<file path="src/rtl/ptb_pkg.sv">
/*
  Constants, register map and carrier types for the page table base block.
  Assumes a single 200 MHz core clock and a synchronous active-high reset.
*/
//==========================================================================
// rule summary
//==========================================================================
package ptb_pkg;

  //========================================================================
  // register map (byte addresses)
  //========================================================================
  localparam logic [4:0] OFS_DESC64_LO = 5'h00; // descriptor_64 bits 31:0
  localparam logic [4:0] OFS_DESC64_HI = 5'h04; // descriptor_64 bits 63:32
  localparam logic [4:0] OFS_DESC32 = 5'h08; // page_table_descriptor_32
  localparam logic [4:0] OFS_CTRL = 5'h0C; // machine state control bits
  localparam logic [4:0] OFS_STATUS = 5'h10; // read-only block state

  //========================================================================
  // field layout (architected bit 0 is the msb here)
  //========================================================================
  localparam int ORG64_LSB = 18; // table_origin occupies 63:18
  localparam int SIZE64_W = 5; // table_size_code occupies 4:0
  localparam int ORG32_LSB = 16; // table_origin occupies 31:16
  localparam int MASK32_W = 9; // table_index_mask occupies 8:0
  localparam int MASK64_W = 28; // derived mask width
  localparam int SIZE_BIAS = 28; // size code offset into the mask
  localparam int HASH64_W = 39; // primary hash width, 64-bit form
  localparam int HASH32_W = 19; // primary hash width, 32-bit form
  localparam int MIN_IDX64 = 11; // hash bits always used, 64-bit form
  localparam int MIN_IDX32 = 10; // hash bits always used, 32-bit form
  localparam int GRP64_LSB = 7; // 128-byte entry groups
  localparam int GRP32_LSB = 6; // 64-byte entry groups

  // writable bits; reserved positions are zero here
  localparam logic [31:0] WMASK64_LO = 32'hFFFC_001F;
  localparam logic [31:0] WMASK64_HI = 32'hFFFF_FFFF;
  localparam logic [31:0] WMASK32 = 32'hFFFF_01FF;

  //========================================================================
  // reset values and control bit positions
  //========================================================================
  localparam logic [31:0] RST_DESC = 32'h0000_0000;
  localparam int CTRL_ME = 0; // machine_check_enable
  localparam int CTRL_RECOV = 1; // recoverable_interrupt
  localparam logic [1:0] RST_CTRL = 2'h0;

  //========================================================================
  // exception vectors and bus answers
  //========================================================================
  localparam logic [19:0] VEC_SYS_RESET = 20'h0_0100;
  localparam logic [19:0] VEC_MCHECK = 20'h0_0200;
  localparam logic [1:0] RESP_OKAY = 2'h0;
  localparam logic [1:0] RESP_SLVERR = 2'h2;

  //========================================================================
  // carriers
  //========================================================================
  typedef struct packed {
    logic valid; // one-cycle lookup strobe
    logic [HASH64_W-1:0] hash64; // primary hash, 64-bit form
    logic [HASH32_W-1:0] hash32; // primary hash, 32-bit form
  } ptb_lookup_req_t;

  typedef struct packed {
    logic done; // one cycle after the strobe
    logic [63:0] group_addr64; // page_entry_group address, 64-bit
    logic [31:0] group_addr32; // page_entry_group address, 32-bit
  } ptb_lookup_rsp_t;

  typedef struct packed {
    logic take; // one-cycle exception strobe
    logic [19:0] vector; // vector offset
  } ptb_exc_t;

endpackage

</file>
<file path="src/rtl/ptb_top.sv">
/*
  Page table descriptor registers, entry group address forming, descriptor
  checks and machine check / system reset reporting, behind AXI4-Lite.
  Assumes pins MCHK_PIN and SYS_RESET_PIN are asynchronous; lookup and
  corruption inputs come from logic on REF_CLK.
*/
// Register access over AXI4-Lite and the address map were left to the implementer.
`timescale 1ns/1ps
module ptb_top #(
  parameter int PHYS_BITS64 = 52, // implemented physical bits, 64-bit form
  parameter int PHYS_BITS32 = 32 // implemented physical bits, 32-bit form
) (
  input wire logic REF_CLK,
  input wire logic RST,
  input wire logic [4:0] S_AXI_AWADDR,
  input wire logic S_AXI_AWVALID,
  output logic S_AXI_AWREADY,
  input wire logic [31:0] S_AXI_WDATA,
  input wire logic [3:0] S_AXI_WSTRB,
  input wire logic S_AXI_WVALID,
  output logic S_AXI_WREADY,
  output logic [1:0] S_AXI_BRESP,
  output logic S_AXI_BVALID,
  input wire logic S_AXI_BREADY,
  input wire logic [4:0] S_AXI_ARADDR,
  input wire logic S_AXI_ARVALID,
  output logic S_AXI_ARREADY,
  output logic [31:0] S_AXI_RDATA,
  output logic [1:0] S_AXI_RRESP,
  output logic S_AXI_RVALID,
  input wire logic S_AXI_RREADY,
  input wire ptb_pkg::ptb_lookup_req_t LOOKUP_REQ,
  output ptb_pkg::ptb_lookup_rsp_t LOOKUP_RSP,
  input wire logic MCHK_PIN,
  input wire logic SYS_RESET_PIN,
  input wire logic STATE_CORRUPT,
  output ptb_pkg::ptb_exc_t EXC,
  output logic CHECKSTOP,
  output logic SAVED_RECOV
);
  import ptb_pkg::*;

  //==========================================================================
  // elaboration checks
  //==========================================================================
  if (PHYS_BITS64 < 46 || PHYS_BITS64 > 64) begin : g_bad64
    $error("PHYS_BITS64 must lie in 46..64");
  end
  if (PHYS_BITS32 < 25 || PHYS_BITS32 > 32) begin : g_bad32
    $error("PHYS_BITS32 must lie in 25..32");
  end

  // origin bits above the implemented physical width
  localparam logic [63:0] UNSUP64 = (PHYS_BITS64 == 64) ? 64'h0 :
    ~((64'h1 << PHYS_BITS64) - 64'h1);
  localparam logic [31:0] UNSUP32 = (PHYS_BITS32 == 32) ? 32'h0 :
    ~((32'h1 << PHYS_BITS32) - 32'h1);

  //==========================================================================
  // state
  //==========================================================================
  typedef struct packed {
    logic aw_hold; // write address taken
    logic [4:0] aw_addr;
    logic w_hold; // write data taken
    logic [31:0] w_data;
    logic [3:0] w_strb;
    logic bvalid;
    logic [1:0] bresp;
    logic rvalid;
    logic [31:0] rdata;
    logic [1:0] rresp;
    logic [1:0] ctrl; // machine state copy: enable, recoverable
    logic mc_s1, mc_s2, mc_s3; // machine check pin synchroniser
    logic sr_s1, sr_s2, sr_s3; // system reset pin synchroniser
    logic unsup_prev; // unsupported origin bits seen last cycle
    logic checkstop; // sticky until RST
    logic saved_recov; // save_restore_state recoverable copy
    logic exc_take;
    logic [19:0] exc_vec;
    logic done;
    logic [63:0] addr64;
    logic [31:0] addr32;
  } ptb_state_t;

  ptb_state_t st; // registered state
  ptb_state_t next_st; // next state
  logic [63:0] desc64; // page_table_descriptor_64
  logic [31:0] desc32; // page_table_descriptor_32
  logic wr_commit; // both halves of a write present
  logic [4:0] zeros64; // leading zeros of derived mask
  logic [MASK64_W-1:0] mask64; // derived table_index_mask
  logic [MASK32_W-1:0] mask32; // programmed table_index_mask
  logic align_err64; // origin low bits overlap the mask
  logic align_err32;
  logic mask_err32; // mask not zeros-then-ones
  logic unsup_now; // unsupported origin bits set
  logic mc_event; // machine check cause, one cycle
  logic sr_event; // system reset cause, one cycle
  logic [31:0] status; // read view of block state

  //==========================================================================
  // descriptor registers
  //==========================================================================
  assign wr_commit = st.aw_hold && st.w_hold && !st.bvalid;

  ptb_word_reg #(.WMASK(WMASK64_LO), .RSTV(RST_DESC)) u_desc64_lo (
    .CLK(REF_CLK),
    .RST(RST),
    .WE(wr_commit && st.aw_addr == OFS_DESC64_LO),
    .WDATA(st.w_data),
    .WSTRB(st.w_strb),
    .Q(desc64[31:0])
  );
  ptb_word_reg #(.WMASK(WMASK64_HI), .RSTV(RST_DESC)) u_desc64_hi (
    .CLK(REF_CLK),
    .RST(RST),
    .WE(wr_commit && st.aw_addr == OFS_DESC64_HI),
    .WDATA(st.w_data),
    .WSTRB(st.w_strb),
    .Q(desc64[63:32])
  );
  ptb_word_reg #(.WMASK(WMASK32), .RSTV(RST_DESC)) u_desc32 (
    .CLK(REF_CLK),
    .RST(RST),
    .WE(wr_commit && st.aw_addr == OFS_DESC32),
    .WDATA(st.w_data),
    .WSTRB(st.w_strb),
    .Q(desc32)
  );

  //==========================================================================
  // mask derivation and descriptor checks
  //==========================================================================
  always_comb begin
    // size codes below the bias give a full mask
    zeros64 = (desc64[SIZE64_W-1:0] >= 5'(SIZE_BIAS)) ?
      desc64[SIZE64_W-1:0] - 5'(SIZE_BIAS) : 5'h00;
    mask64 = {MASK64_W{1'b1}} >> zeros64;
    mask32 = desc32[MASK32_W-1:0];
    // software must clear as many origin bits as the mask has ones
    align_err64 = |(desc64[ORG64_LSB +: MASK64_W] & mask64);
    align_err32 = |(desc32[ORG32_LSB +: MASK32_W] & mask32);
    // zeros-then-ones means mask+1 is a power of two
    mask_err32 = |(mask32 & (mask32 + 9'h001));
    unsup_now = |(desc64 & UNSUP64) || |(desc32 & UNSUP32);
  end

  // causes are edges, so a standing cause is reported only once
  assign mc_event = (st.mc_s2 && !st.mc_s3) || (unsup_now && !st.unsup_prev);
  assign sr_event = st.sr_s2 && !st.sr_s3;

  assign status = {25'h0, mask_err32, align_err32, align_err64, unsup_now,
    st.saved_recov, st.checkstop, st.ctrl[CTRL_ME]};

  //==========================================================================
  // next state
  //==========================================================================
  always_comb begin
    next_st = st;
    next_st.exc_take = 1'b0;
    next_st.done = 1'b0;
    // pin synchronisers; first stage feeds only the second
    next_st.mc_s1 = MCHK_PIN;
    next_st.mc_s2 = st.mc_s1;
    next_st.mc_s3 = st.mc_s2;
    next_st.sr_s1 = SYS_RESET_PIN;
    next_st.sr_s2 = st.sr_s1;
    next_st.sr_s3 = st.sr_s2;
    next_st.unsup_prev = unsup_now;

    // write channels are taken in either order
    if (S_AXI_AWVALID && S_AXI_AWREADY) begin
      next_st.aw_hold = 1'b1;
      next_st.aw_addr = S_AXI_AWADDR;
    end
    if (S_AXI_WVALID && S_AXI_WREADY) begin
      next_st.w_hold = 1'b1;
      next_st.w_data = S_AXI_WDATA;
      next_st.w_strb = S_AXI_WSTRB;
    end
    if (wr_commit) begin
      next_st.aw_hold = 1'b0;
      next_st.w_hold = 1'b0;
      next_st.bvalid = 1'b1;
      case (st.aw_addr)
        OFS_DESC64_LO, OFS_DESC64_HI, OFS_DESC32, OFS_STATUS: begin
          next_st.bresp = RESP_OKAY; // status writes are ignored
        end
        OFS_CTRL: begin
          next_st.bresp = RESP_OKAY;
          if (st.w_strb[0]) begin
            next_st.ctrl = st.w_data[1:0];
          end
        end
        default: begin
          next_st.bresp = RESP_SLVERR; // unmapped
        end
      endcase
    end else if (st.bvalid && S_AXI_BREADY) begin
      next_st.bvalid = 1'b0;
    end

    // read: one cycle from address to data
    if (S_AXI_ARVALID && S_AXI_ARREADY) begin
      next_st.rvalid = 1'b1;
      next_st.rresp = RESP_OKAY;
      case (S_AXI_ARADDR)
        OFS_DESC64_LO: next_st.rdata = desc64[31:0];
        OFS_DESC64_HI: next_st.rdata = desc64[63:32];
        OFS_DESC32: next_st.rdata = desc32;
        OFS_CTRL: next_st.rdata = {30'h0, st.ctrl};
        OFS_STATUS: next_st.rdata = status;
        default: begin
          next_st.rdata = 32'h0000_0000;
          next_st.rresp = RESP_SLVERR;
        end
      endcase
    end else if (st.rvalid && S_AXI_RREADY) begin
      next_st.rvalid = 1'b0;
    end

    // exceptions: system reset wins over machine check
    if (!st.checkstop) begin
      if (sr_event) begin
        next_st.exc_take = 1'b1;
        next_st.exc_vec = VEC_SYS_RESET;
        next_st.saved_recov = st.ctrl[CTRL_RECOV] && !STATE_CORRUPT;
      end else if (mc_event) begin
        if (st.ctrl[CTRL_ME]) begin
          next_st.exc_take = 1'b1;
          next_st.exc_vec = VEC_MCHECK;
          next_st.saved_recov = st.ctrl[CTRL_RECOV] && !STATE_CORRUPT;
        end else begin
          next_st.checkstop = 1'b1;
        end
      end
    end

    // entry group address, registered one cycle after the strobe
    if (LOOKUP_REQ.valid) begin
      next_st.done = 1'b1;
      next_st.addr64 = {desc64[63:ORG64_LSB+MASK64_W],
        desc64[ORG64_LSB +: MASK64_W] |
        (LOOKUP_REQ.hash64[HASH64_W-1:MIN_IDX64] & mask64),
        LOOKUP_REQ.hash64[MIN_IDX64-1:0], 7'h00};
      next_st.addr32 = {desc32[31:ORG32_LSB+MASK32_W],
        desc32[ORG32_LSB +: MASK32_W] |
        (LOOKUP_REQ.hash32[HASH32_W-1:MIN_IDX32] & mask32),
        LOOKUP_REQ.hash32[MIN_IDX32-1:0], 6'h00};
    end
  end

  //==========================================================================
  // state register
  //==========================================================================
  always_ff @(posedge REF_CLK) begin
    if (RST) begin
      st <= '0;
      st.ctrl <= RST_CTRL;
    end else begin
      st <= next_st;
    end
  end

  //==========================================================================
  // outputs
  //==========================================================================
  assign S_AXI_AWREADY = !st.aw_hold && !st.bvalid;
  assign S_AXI_WREADY = !st.w_hold && !st.bvalid;
  assign S_AXI_BVALID = st.bvalid;
  assign S_AXI_BRESP = st.bresp;
  assign S_AXI_ARREADY = !st.rvalid;
  assign S_AXI_RVALID = st.rvalid;
  assign S_AXI_RDATA = st.rdata;
  assign S_AXI_RRESP = st.rresp;
  assign LOOKUP_RSP = '{done: st.done, group_addr64: st.addr64, group_addr32: st.addr32};
  assign EXC = '{take: st.exc_take, vector: st.exc_vec};
  assign CHECKSTOP = st.checkstop;
  assign SAVED_RECOV = st.saved_recov;

  //==========================================================================
  // assertions
  //==========================================================================
  property p_rsv64;
    @(posedge REF_CLK) disable iff (RST) desc64[17:5] == 13'h0000;
  endproperty
  a_rsv64: assert property (p_rsv64) else $error("reserved 64-bit bits set");

  property p_rsv32;
    @(posedge REF_CLK) disable iff (RST) S_AXI_RVALID && $past(S_AXI_ARADDR) == OFS_DESC32
      && $past(S_AXI_ARVALID && S_AXI_ARREADY) |-> S_AXI_RDATA[15:9] == 7'h00;
  endproperty
  a_rsv32: assert property (p_rsv32) else $error("reserved 32-bit bits read nonzero");

  property p_org64;
    @(posedge REF_CLK) disable iff (RST) LOOKUP_REQ.valid |=>
      LOOKUP_RSP.done && LOOKUP_RSP.group_addr64[63:46] == $past(desc64[63:46]);
  endproperty
  a_org64: assert property (p_org64) else $error("64-bit origin not carried");

  property p_low64;
    @(posedge REF_CLK) disable iff (RST) LOOKUP_REQ.valid |=>
      LOOKUP_RSP.group_addr64[17:7] == $past(LOOKUP_REQ.hash64[10:0]);
  endproperty
  a_low64: assert property (p_low64) else $error("64-bit minimum index wrong");

  property p_org32;
    @(posedge REF_CLK) disable iff (RST) LOOKUP_REQ.valid |=>
      LOOKUP_RSP.group_addr32[31:25] == $past(desc32[31:25]);
  endproperty
  a_org32: assert property (p_org32) else $error("32-bit origin not carried");

  property p_low32;
    @(posedge REF_CLK) disable iff (RST) LOOKUP_REQ.valid |=>
      LOOKUP_RSP.group_addr32[15:6] == $past(LOOKUP_REQ.hash32[9:0]);
  endproperty
  a_low32: assert property (p_low32) else $error("32-bit minimum index wrong");

  property p_mc_vec;
    @(posedge REF_CLK) disable iff (RST) mc_event && !sr_event && !CHECKSTOP
      && st.ctrl[CTRL_ME] |=> EXC.take && EXC.vector == 20'h0_0200 && !CHECKSTOP;
  endproperty
  a_mc_vec: assert property (p_mc_vec) else $error("machine check not vectored");

  property p_mc_stop;
    @(posedge REF_CLK) disable iff (RST) mc_event && !sr_event
      && !st.ctrl[CTRL_ME] |=> CHECKSTOP && !EXC.take;
  endproperty
  a_mc_stop: assert property (p_mc_stop) else $error("checkstop not entered");

  property p_ri;
    @(posedge REF_CLK) disable iff (RST) EXC.take && $past(STATE_CORRUPT) |-> !SAVED_RECOV;
  endproperty
  a_ri: assert property (p_ri) else $error("saved recoverable bit kept");

  property p_unsup;
    @(posedge REF_CLK) disable iff (RST) $rose(unsup_now) && st.ctrl[CTRL_ME]
      && !CHECKSTOP && !sr_event |=> EXC.take;
  endproperty
  a_unsup: assert property (p_unsup) else $error("unsupported origin bits unreported");

endmodule // ptb_top

</file>
<file path="src/rtl/ptb_word_reg.sv">
/*
  One 32-bit software register with byte strobes and a fixed write mask.
  Assumes the caller decodes the address and raises the write enable once.
*/
`timescale 1ns/1ps
module ptb_word_reg #(
  parameter logic [31:0] WMASK = 32'hFFFF_FFFF, // bits that can be written
  parameter logic [31:0] RSTV = 32'h0000_0000 // value after reset
) (
  input wire logic CLK,
  input wire logic RST,
  input wire logic WE,
  input wire logic [31:0] WDATA,
  input wire logic [3:0] WSTRB,
  output logic [31:0] Q
);
  logic [31:0] next_q; // value for the next edge
  logic [31:0] lane; // byte-strobe expansion

  //==========================================================================
  // merge write data under strobes and mask
  //==========================================================================
  always_comb begin
    lane = {{8{WSTRB[3]}}, {8{WSTRB[2]}}, {8{WSTRB[1]}}, {8{WSTRB[0]}}};
    next_q = Q;
    if (WE) begin
      // reserved bits stay zero whatever is written
      next_q = ((Q & ~lane) | (WDATA & lane)) & WMASK;
    end
  end

  // plain register stage
  always_ff @(posedge CLK) begin
    if (RST) begin
      Q <= RSTV & WMASK;
    end else begin
      Q <= next_q;
    end
  end
endmodule // ptb_word_reg

</file>
<file path="config.mk">
export PLATFORM = sky130hd
export DESIGN_NAME = ptb_top
export DESIGN_NICKNAME = d
export VERILOG_FILES = /design/src/rtl/ptb_pkg.sv /design/src/rtl/ptb_top.sv /design/src/rtl/ptb_word_reg.sv
export SDC_FILE = /design/constraint.sdc
export NUM_CORES = 1
export LEC_CHECK = 0
export BUFFER_PORTS_ARGS = -buffer_cell sky130_fd_sc_hd__clkbuf_2
export CORE_AREA = 2 2 147 149
export DETAILED_ROUTE_END_ITERATION = 12
export DIE_AREA = 0 0 149 151
export MAX_ROUTING_LAYER = met4
export PLACE_DENSITY = 0.8
export SLEW_MARGIN = 20
export SYNTH_ARGS = -nofsm -noshare
export SYNTH_HDL_FRONTEND = slang
export SYNTH_SLANG_ARGS = --single-unit
export TNS_END_PERCENT = 50
</file>
<file path="constraint.sdc">
create_clock -name REF_CLK -period 3.5 [get_ports REF_CLK]
set_clock_uncertainty 0.2 [all_clocks]
set_input_delay 0.35 -clock REF_CLK [delete_from_list [all_inputs] [get_ports REF_CLK]]
set_output_delay 0.35 -clock REF_CLK [all_outputs]
set_load 0.005 [all_outputs]
</file>
==> flow_summary_export.csv, run 1 <==
group,metric,value,unit
die,core-area,20820,um2
layout,fin_area,13390,um2
sta,final.period_utilization,83.83,%
run_status,outcome,"completed",
layout,drive_gt1_share,20.32,%
die,start_util,54.10,%
place,port_buffers,242,
sta,finalMaxSlewViolations,0,
worst_setup_path,r2r_start,"u_desc64_lo.Q[2]",
logic_synthesis,ys_seq_area_share,44.96,%
die,io_pins,276,
logic_synthesis,avgSynthCellArea,8.319,um2
global_routing,overflow,0,
logic_synthesis,synth_flop_cell,"dfxtp_1",
clock_tree,h-tree-depth,1,
clock_tree,cts.sinks,253,
sta,rsz0062_at_grt,"no",
power_and_ir_drop,leakage,5.528,nW
logic_synthesis,ys.warnings.count,0,
sta,worst_slew_pin_slew,1.066,ns
layout,stdcell_count,1822,
worst_setup_path,path_max_fanout,13,
detailed_routing,routed_wl,34300,um
worst_hold_path,min_path_cells,3,
global_routing,grt_pass1_vias,9342,
detailed_routing,drt_iter0_markers,939,
worst_setup_path,arrival,3.13,ns
logic_synthesis,ys_ff_latch,253,
global_routing,grt_max_degree,116,
logic_synthesis,yosys.area.top_type_share,44.96,%
die,fp.dieArea,22500,um2
place,post_dp_cell_area,11590,um2
global_routing,grt_first_pass_wirelength,51250,um
worst_setup_path,worst_setup_path_end_kind,"flop",
clock_tree,clock_path_buffers,3,
logic_synthesis,ys_async_sr_fraction,0,%
worst_setup_path,crit_buf_inv,0,
place,gp_congestion,0.9282,
run,max_cap_violations,0,
logic_synthesis,yosysTopAreaCell,"dfxtp_1",
clock_tree,cts_tree,"yes",
worst_setup_path,crit_slowest_cell,"or4b_2",
worst_setup_path,worstPathCellList,"ha_1, or4b_2, nor2_1, nor3b_1, a211oi_1, nand4_1, o2bb2ai_1",
layout,area_delta_synth_final,18.90,%
detailed_routing,avgViaCountPerCell,5.583,
power_and_ir_drop,power_density,476.7,nW/um2
logic_synthesis,synth_cell_types,57,
layout,multi_input_area,4717,um2
worst_setup_path,worstReg2RegEnd,"S_AXI_RDATA[4]",
sta,hold_violations,0,
global_routing,grt.total_usage,29.93,%
logic_synthesis,synth_area,11260,um2
logic_synthesis,netlist_instances,1354,
sta,slew_headroom,28.37,%
layout,fin_nets,1644,
detailed_routing,wl_per_cell,18.82,um
clock_tree,clkTransAtPathRegs,0.06,ns
die,fp.dieW,149,um
layout,num-fill-cells,1733,
worst_setup_path,ff2ff_path_depth,7,
worst_setup_path,worstSetupStartpointType,"flop",
place,dp.final_hpwl,23280,um
sta,max_freq,340.8,MHz
detailed_routing,remaining_drc_errors,0,
worst_hold_path,hold-path-endpoint,"LOOKUP_RSP[50]",
clock_tree,numCtsBuffers,26,
worst_setup_path,ff2ff_setup_slack,0.57,ns
detailed_routing,vias,10170,
sta,min_period,2.934,ns
clock_tree,clk_latency,0.54,ns
worst_setup_path,worstPathRequired,3.70,ns
logic_synthesis,synthTopCellsByArea,"dfxtp_1, buf_4, a21oi_1",
worst_hold_path,min_from,"LOOKUP_REQ[30]",
worst_setup_path,cpLargestDelayFamily,"simple AND/OR/NAND/NOR gates",
logic_synthesis,synth_edf_count,0,
detailed_routing,antenna_left,0,
worst_setup_path,worst-setup-path-type,"reg -> reg",
sta,timing.setup.tns,0,ns
place,dpl.cell_count,1681,
power_and_ir_drop,vdd_ir_drop_max,374.6,uV
layout,regArea,5065,um2
global_routing,grt_antenna_before_repair,2,
detailed_routing,dr.pass1.iters,7,
die,die_h,151,um
worst_hold_path,min_path_type,"in -> reg",
clock_tree,postCtsResizedCells,0,
die,rows,53,
worst_setup_path,critPathMaxStageDelay,0.71,ns
clock_tree,cts.root.buffer_cell,"clkbuf_16",
sta,setup_viol,0,
## layout make-up
class	count	share of cell area, %
repair buffers	356	17.53
multi-input cells	876	35.22
flip-flops and latches	253	37.81
diodes	2	0.03737
clock buffers	41	5.885
inverters	15	0.4204
clock inverters	4	0.5231
well taps	275	2.569
## cells in the mapped netlist (2+ instances only)
| library cell | number |
|---|---|
| dfxtp_1 | 253 |
| nand2_1 | 193 |
| a21oi_1 | 163 |
| buf_4 | 154 |
| nor2_1 | 142 |
| nand3_1 | 81 |
| mux2i_1 | 64 |
| clkbuf_1 | 63 |
| a211oi_1 | 34 |
| o21ai_0 | 30 |
| a22oi_1 | 29 |
| inv_1 | 15 |
| buf_2 | 12 |
| nor2b_1 | 10 |
| nor3_1 | 8 |
| buf_1 | 7 |
| mux2_2 | 7 |
| a222oi_1 | 6 |
| a311oi_1 | 6 |
| buf_6 | 6 |
| nor4_1 | 6 |
| o22ai_1 | 6 |
| a31oi_1 | 5 |
| and2_1 | 5 |
| nand2b_1 | 5 |
| nand4_1 | 3 |
| nor4b_1 | 3 |
| a21boi_0 | 2 |
| and3_1 | 2 |
| nand3b_1 | 2 |
| nor3b_4 | 2 |
| o221ai_1 | 2 |
| o2bb2ai_1 | 2 |
| o41ai_1 | 2 |
| or3_1 | 2 |
## tightest hold or removal path, delay by kind of cell
kind,cells,cell delay [ns]
AOI/OAI and AO/OA,1,0.21
buffers and inverters,1,0.08
and+or+nand+nor,1,0.06
## stage by stage
stage	total power, mW	util, %	setup WS, ns	hold WS [ns]
global placement	3.544	55.66	0.6012	0.2220
finish	6.385	64.33	0.5658	0.02214
global route	6.589	64.33	0.3918	0.03062
floorplan	3.439	-	1.240	0.2138
CTS	6.406	64.30	0.5973	0.01500
detailed placement	3.555	55.66	0.6162	0.2276
## cells in the final DEF (no fill, tap or decap), drive strengths merged, types with 3 or more instances in the layout
| cell | count |
|---|---|
| nor3b | 3 |
| nor2b | 10 |
| a31oi | 5 |
| nand2b | 5 |
| conb | 33 |
| o21ai | 30 |
| dfxtp | 253 |
| a21oi | 163 |
| nor3 | 9 |
| o22ai | 6 |
| and2 | 5 |
| nor4b | 3 |
| a222oi | 6 |
| nand3 | 81 |
| a22oi | 29 |
| nand3b | 3 |
| nor2 | 142 |
| inv | 15 |
| mux2i | 64 |
| dlygate4sd3 | 94 |
| a311oi | 6 |
| mux2 | 7 |
| nand2 | 193 |
| a211oi | 34 |
| nor4 | 6 |
| nand4 | 3 |
| buf | 22 |
| clkbuf | 281 |
## flip-flops by register name (all words and copies together) (netlist names)
register and count:
u_desc64_lo.Q 19, S_AXI_BVALID 1, S_AXI_BRESP 1, SAVED_RECOV 1, u_desc64_hi.Q 32, S_AXI_RRESP 1
EXC 3, LOOKUP_RSP 84, st 48, S_AXI_RVALID 1, S_AXI_RDATA 32, next_st 4
u_desc32.Q 25, CHECKSTOP 1
## cell families (layout without fill, tap and decap cells)
logic type	count (synthesis)	after routing	share of synthesized area, %
buffers and inverters	257	416	14.23
adders and majority gates	1	1	0.1111
muxes	71	71	6.387
AOI/OAI and AO/OA	297	297	15.74
and+or+nand+nor	474	474	18.54
DFF	253	253	44.96
other	1	35	0.03329
## how the worst max path moves through the flow
stage | cells after the start | startpoint | slack [ns] | to
floorplan | 8 | u_desc64_lo.Q[3] | 1.24 | S_AXI_RDATA[4]
global placement | 7 | u_desc64_lo.Q[2] | 0.60 | S_AXI_RDATA[4]
detailed placement | 7 | u_desc64_lo.Q[2] | 0.62 | S_AXI_RDATA[4]
CTS | 7 | u_desc64_lo.Q[2] | 0.60 | S_AXI_RDATA[4]
global route | 7 | u_desc64_lo.Q[2] | 0.39 | S_AXI_RDATA[4]
finish | 7 | u_desc64_lo.Q[2] | 0.57 | S_AXI_RDATA[4]
## timing repair
action	CTS	global route
endpoints found under the setup margin	0	0
endpoints found under the hold margin	93	0
hold buffers	94	0
setup buffers	0	0
## report_power, final
group          switching (mW)  internal (mW)  leakage [nW]
combinational           0.285          0.252          3.05
sequential             0.0855           2.97          2.06
clock                    1.12           1.68         0.421
## metal layers
| layer | vias up | share of wire (%) | GRT usage, % |
|---|---|---|---|
| li1 | 4825 | - | - |
| met1 | 4728 | 41 | 38.43 |
| met2 | 534 | 47 | 48.09 |
| met3 | 85 | 9.4 | 5.211 |
| met4 | 0 | 3.4 | 10.19 |
| met5 | - | 0 | - |
(Power assumes the default switching activity.)
==> run 2, diff against run 1 <==
- CORE_AREA: 2 2 147 149 -> 2 2 157 159
- DIE_AREA: 0 0 149 151 -> 0 0 159 161
- PLACE_DENSITY: 0.8 -> 0.74
- clock period: 3.5 -> 2.4 ns (I/O delays scaled with it)
==> run 2 against run 1 <==
Combinational power rose by 58%. Sequential share of layout area fell by 2.1 points. First-iteration DRC count rose by 3.2%. Worst hold slack improved by 0.0049 ns. Via count is 1.6% higher. Register-to-register slack lost 0.46 ns. Die area grew 14%. Count of clock-buffer cells in the layout down 5. Sequential cell count unchanged. Maximum frequency is 28% higher. Final cell count rose by 6.4%. Core utilization down 5.2 points.
==> flow_summary_export.csv, run 2 (synthesis gave the netlist of run 1 again) <==
group,metric,value,unit
run_status,outcome,"completed",
layout,area_delta_synth_final,25.76,%
worst_setup_path,worstReg2RegEnd,"LOOKUP_RSP[60]",
global_routing,overflow,0,
power_and_ir_drop,switching_share,23.20,%
worst_hold_path,min_path_type,"in -> reg",
worst_setup_path,worstPathRequired,2.62,ns
detailed_routing,dr.pass1.iters,8,
power_and_ir_drop,p_clk_share,45.8,%
detailed_routing,antenna_left,0,
detailed_routing,avgViaCountPerCell,5.331,
layout,final_common_cell,"dfxtp_1",
sta,final.period_utilization,95.51,%
die,fp.dieW,159,um
power_and_ir_drop,leakage,5.933,nW
sta,max_freq,436.3,MHz
sta,slew_headroom,50.53,%
layout,fin_nets,1709,
clock_tree,numCtsBuffers,27,
place,gp_congestion,0.9483,
sta,min_period,2.292,ns
global_routing,grt_max_degree,63,
sta,worst_slew_pin_slew,0.7380,ns
layout,largest_reg_flops,84,
worst_setup_path,worst-setup-path-type,"reg -> reg",
layout,fin_util,59.12,%
worst_setup_path,worst_setup_path_end_kind,"flop",
die,core-area,23960,um2
place,port_buffers,242,
worst_setup_path,r2r_start,"u_desc64_lo.Q[2]",
power_and_ir_drop,p_sw,2.268,mW
worst_setup_path,path_max_fanout,11,
worst_setup_path,endpoint,"LOOKUP_RSP[60]",
place,place_ws,-0.05077,ns
worst_setup_path,ff2ff_setup_slack,0.11,ns
clock_tree,clk_latency,0.54,ns
sta,rsz0062_at_grt,"yes",
clock_tree,clkTransAtPathRegs,0.06,ns
worst_hold_path,min_path_cells,3,
clock_tree,cts.root.buffer_cell,"clkbuf_16",
layout,mostFrequentLayoutCells,"dfxtp_1, clkbuf_2, nand2_1",
power_and_ir_drop,p_seq_share,45.5,%
global_routing,grt_first_pass_wirelength,53950,um
power_and_ir_drop,power_density,689.9,nW/um2
power_and_ir_drop,internal-power,7.506,mW
worst_setup_path,worstSetupStartpointType,"flop",
sta,worst_slack,0.1079,ns
power_and_ir_drop,vdd_ir_drop_max,386.8,uV
clock_tree,cts.sinks,253,
layout,num_antenna_cells,0,
clock_tree,clock_path_buffers,3,
worst_setup_path,startpoint,"u_desc64_lo.Q[2]",
die,die_h,161,um
sta,setup_viol,0,
detailed_routing,vias,10330,
detailed_routing,wl_per_cell,18.06,um
layout,drive_gt1_share,23.17,%
detailed_routing,drt_iter0_markers,969,
sta,hold_violations,0,
run,max_cap_violations,0,
global_routing,grt_pass1_vias,9871,
power_and_ir_drop,p_total,9.773,mW
place,dp.final_hpwl,24810,um
global_routing,grt.total_usage,27.24,%
die,start_util,47.01,%
detailed_routing,routed_wl,35000,um
power_and_ir_drop,p_comb_share,8.7,%
die,io_pins,276,
worst_setup_path,arrival,2.51,ns
clock_tree,cts_tree,"yes",
die,fp.dieArea,25600,um2
global_routing,grt_antenna_before_repair,0,
sta,finalMaxSlewViolations,0,
worst_setup_path,ff2ff_path_depth,7,
detailed_routing,remaining_drc_errors,0,
clock_tree,h-tree-depth,1,
die,rows,57,
==> run 2: changes by cell type in the layout (fill, tap and decap cells not counted), sizes merged <==
cell,before,now
clkinv,2,7
bufinv,2,5
inv,15,17
diode,2,0
buf,22,68
dlygate4sd3,94,112
clkbuf,281,276
==> run 2: critical path, stage by stage (launching register included) <==
cell and delay, ns:
dfxtp_1 0.31, ha_1 0.20, buf_4 0.16, nand4b_1 0.22
buf_6 0.21, o21ai_1 0.17, a311oi_1 0.11, dlygate4sd3_1 0.59
==> run 2: final cells by class <==
| class | instances | area (um2) |
|---|---|---|
| Timing Repair Buffer | 420 | 2928 |
| Inverter | 15 | 56.30 |
| Sequential cell | 253 | 5065 |
| Multi-Input combinational cell | 876 | 4740 |
| Tap cell | 324 | 405.4 |
| Fill cell | 2160 | 9797 |
| Clock buffer | 36 | 759.5 |
| Clock inverter | 14 | 212.7 |
==> run 2: routing by layer <==
layer,GRT usage (%),routed length (um),vias to the layer above
met4,9.091,1075,0
met1,34.67,15170,4863
met3,5.496,2858,73
met2,43.64,15900,448
li1,-,-,4947
met5,-,0,-
==> run 2: power groups by stage <==
stage          sequential [mW]  clock [mW]  combinational [mW]
4_1_cts                   4.44        4.55               0.834
6_report                  4.44        4.48               0.849
3_5_place_dp              4.53           0               0.684
2_1_floorplan             4.48           0               0.531
5_1_grt                   4.45        4.75               0.927
3_3_place_gp              4.52           0               0.676
==> run 2: through the flow <==
step | setup TNS [ns] | hold WS (ns) | instances | area (um2)
after floorplan | 0 | 0.1390 | 1386 | 11380
after global placement | -0.09666 | 0.2226 | 1774 | 12030
after detailed placement | -0.3867 | 0.2351 | 1774 | 12030
after CTS | 0 | 0.004078 | 1938 | 14140
after global routing | -0.01764 | 0.01565 | 1938 | 14170
final | 0 | 0.02700 | 1938 | 14170
==> run 2: what timing repair did <==
item | 4_1_cts | 5_1_grt
endpoints found under the hold margin | 132 | 0
setup endpoints to repair | 23 | 40
pin swaps | 1 | 0
hold buffers | 112 | 0
setup buffers | 2 | 0
resized for setup | 1 | 6
==> run 2: how the worst min path moves through the flow <==
| stage | startpoint | end |
|---|---|---|
| 6_report | LOOKUP_REQ[58] | LOOKUP_RSP[53] |
| 5_1_grt | LOOKUP_REQ[11] | LOOKUP_RSP[17] |
| 4_1_cts | LOOKUP_REQ[58] | LOOKUP_RSP[51] |
| 3_5_place_dp | next_st[125] | next_st[124] |
| 3_3_place_gp | next_st[125] | next_st[124] |
| 2_1_floorplan | S_AXI_RREADY | S_AXI_RVALID |
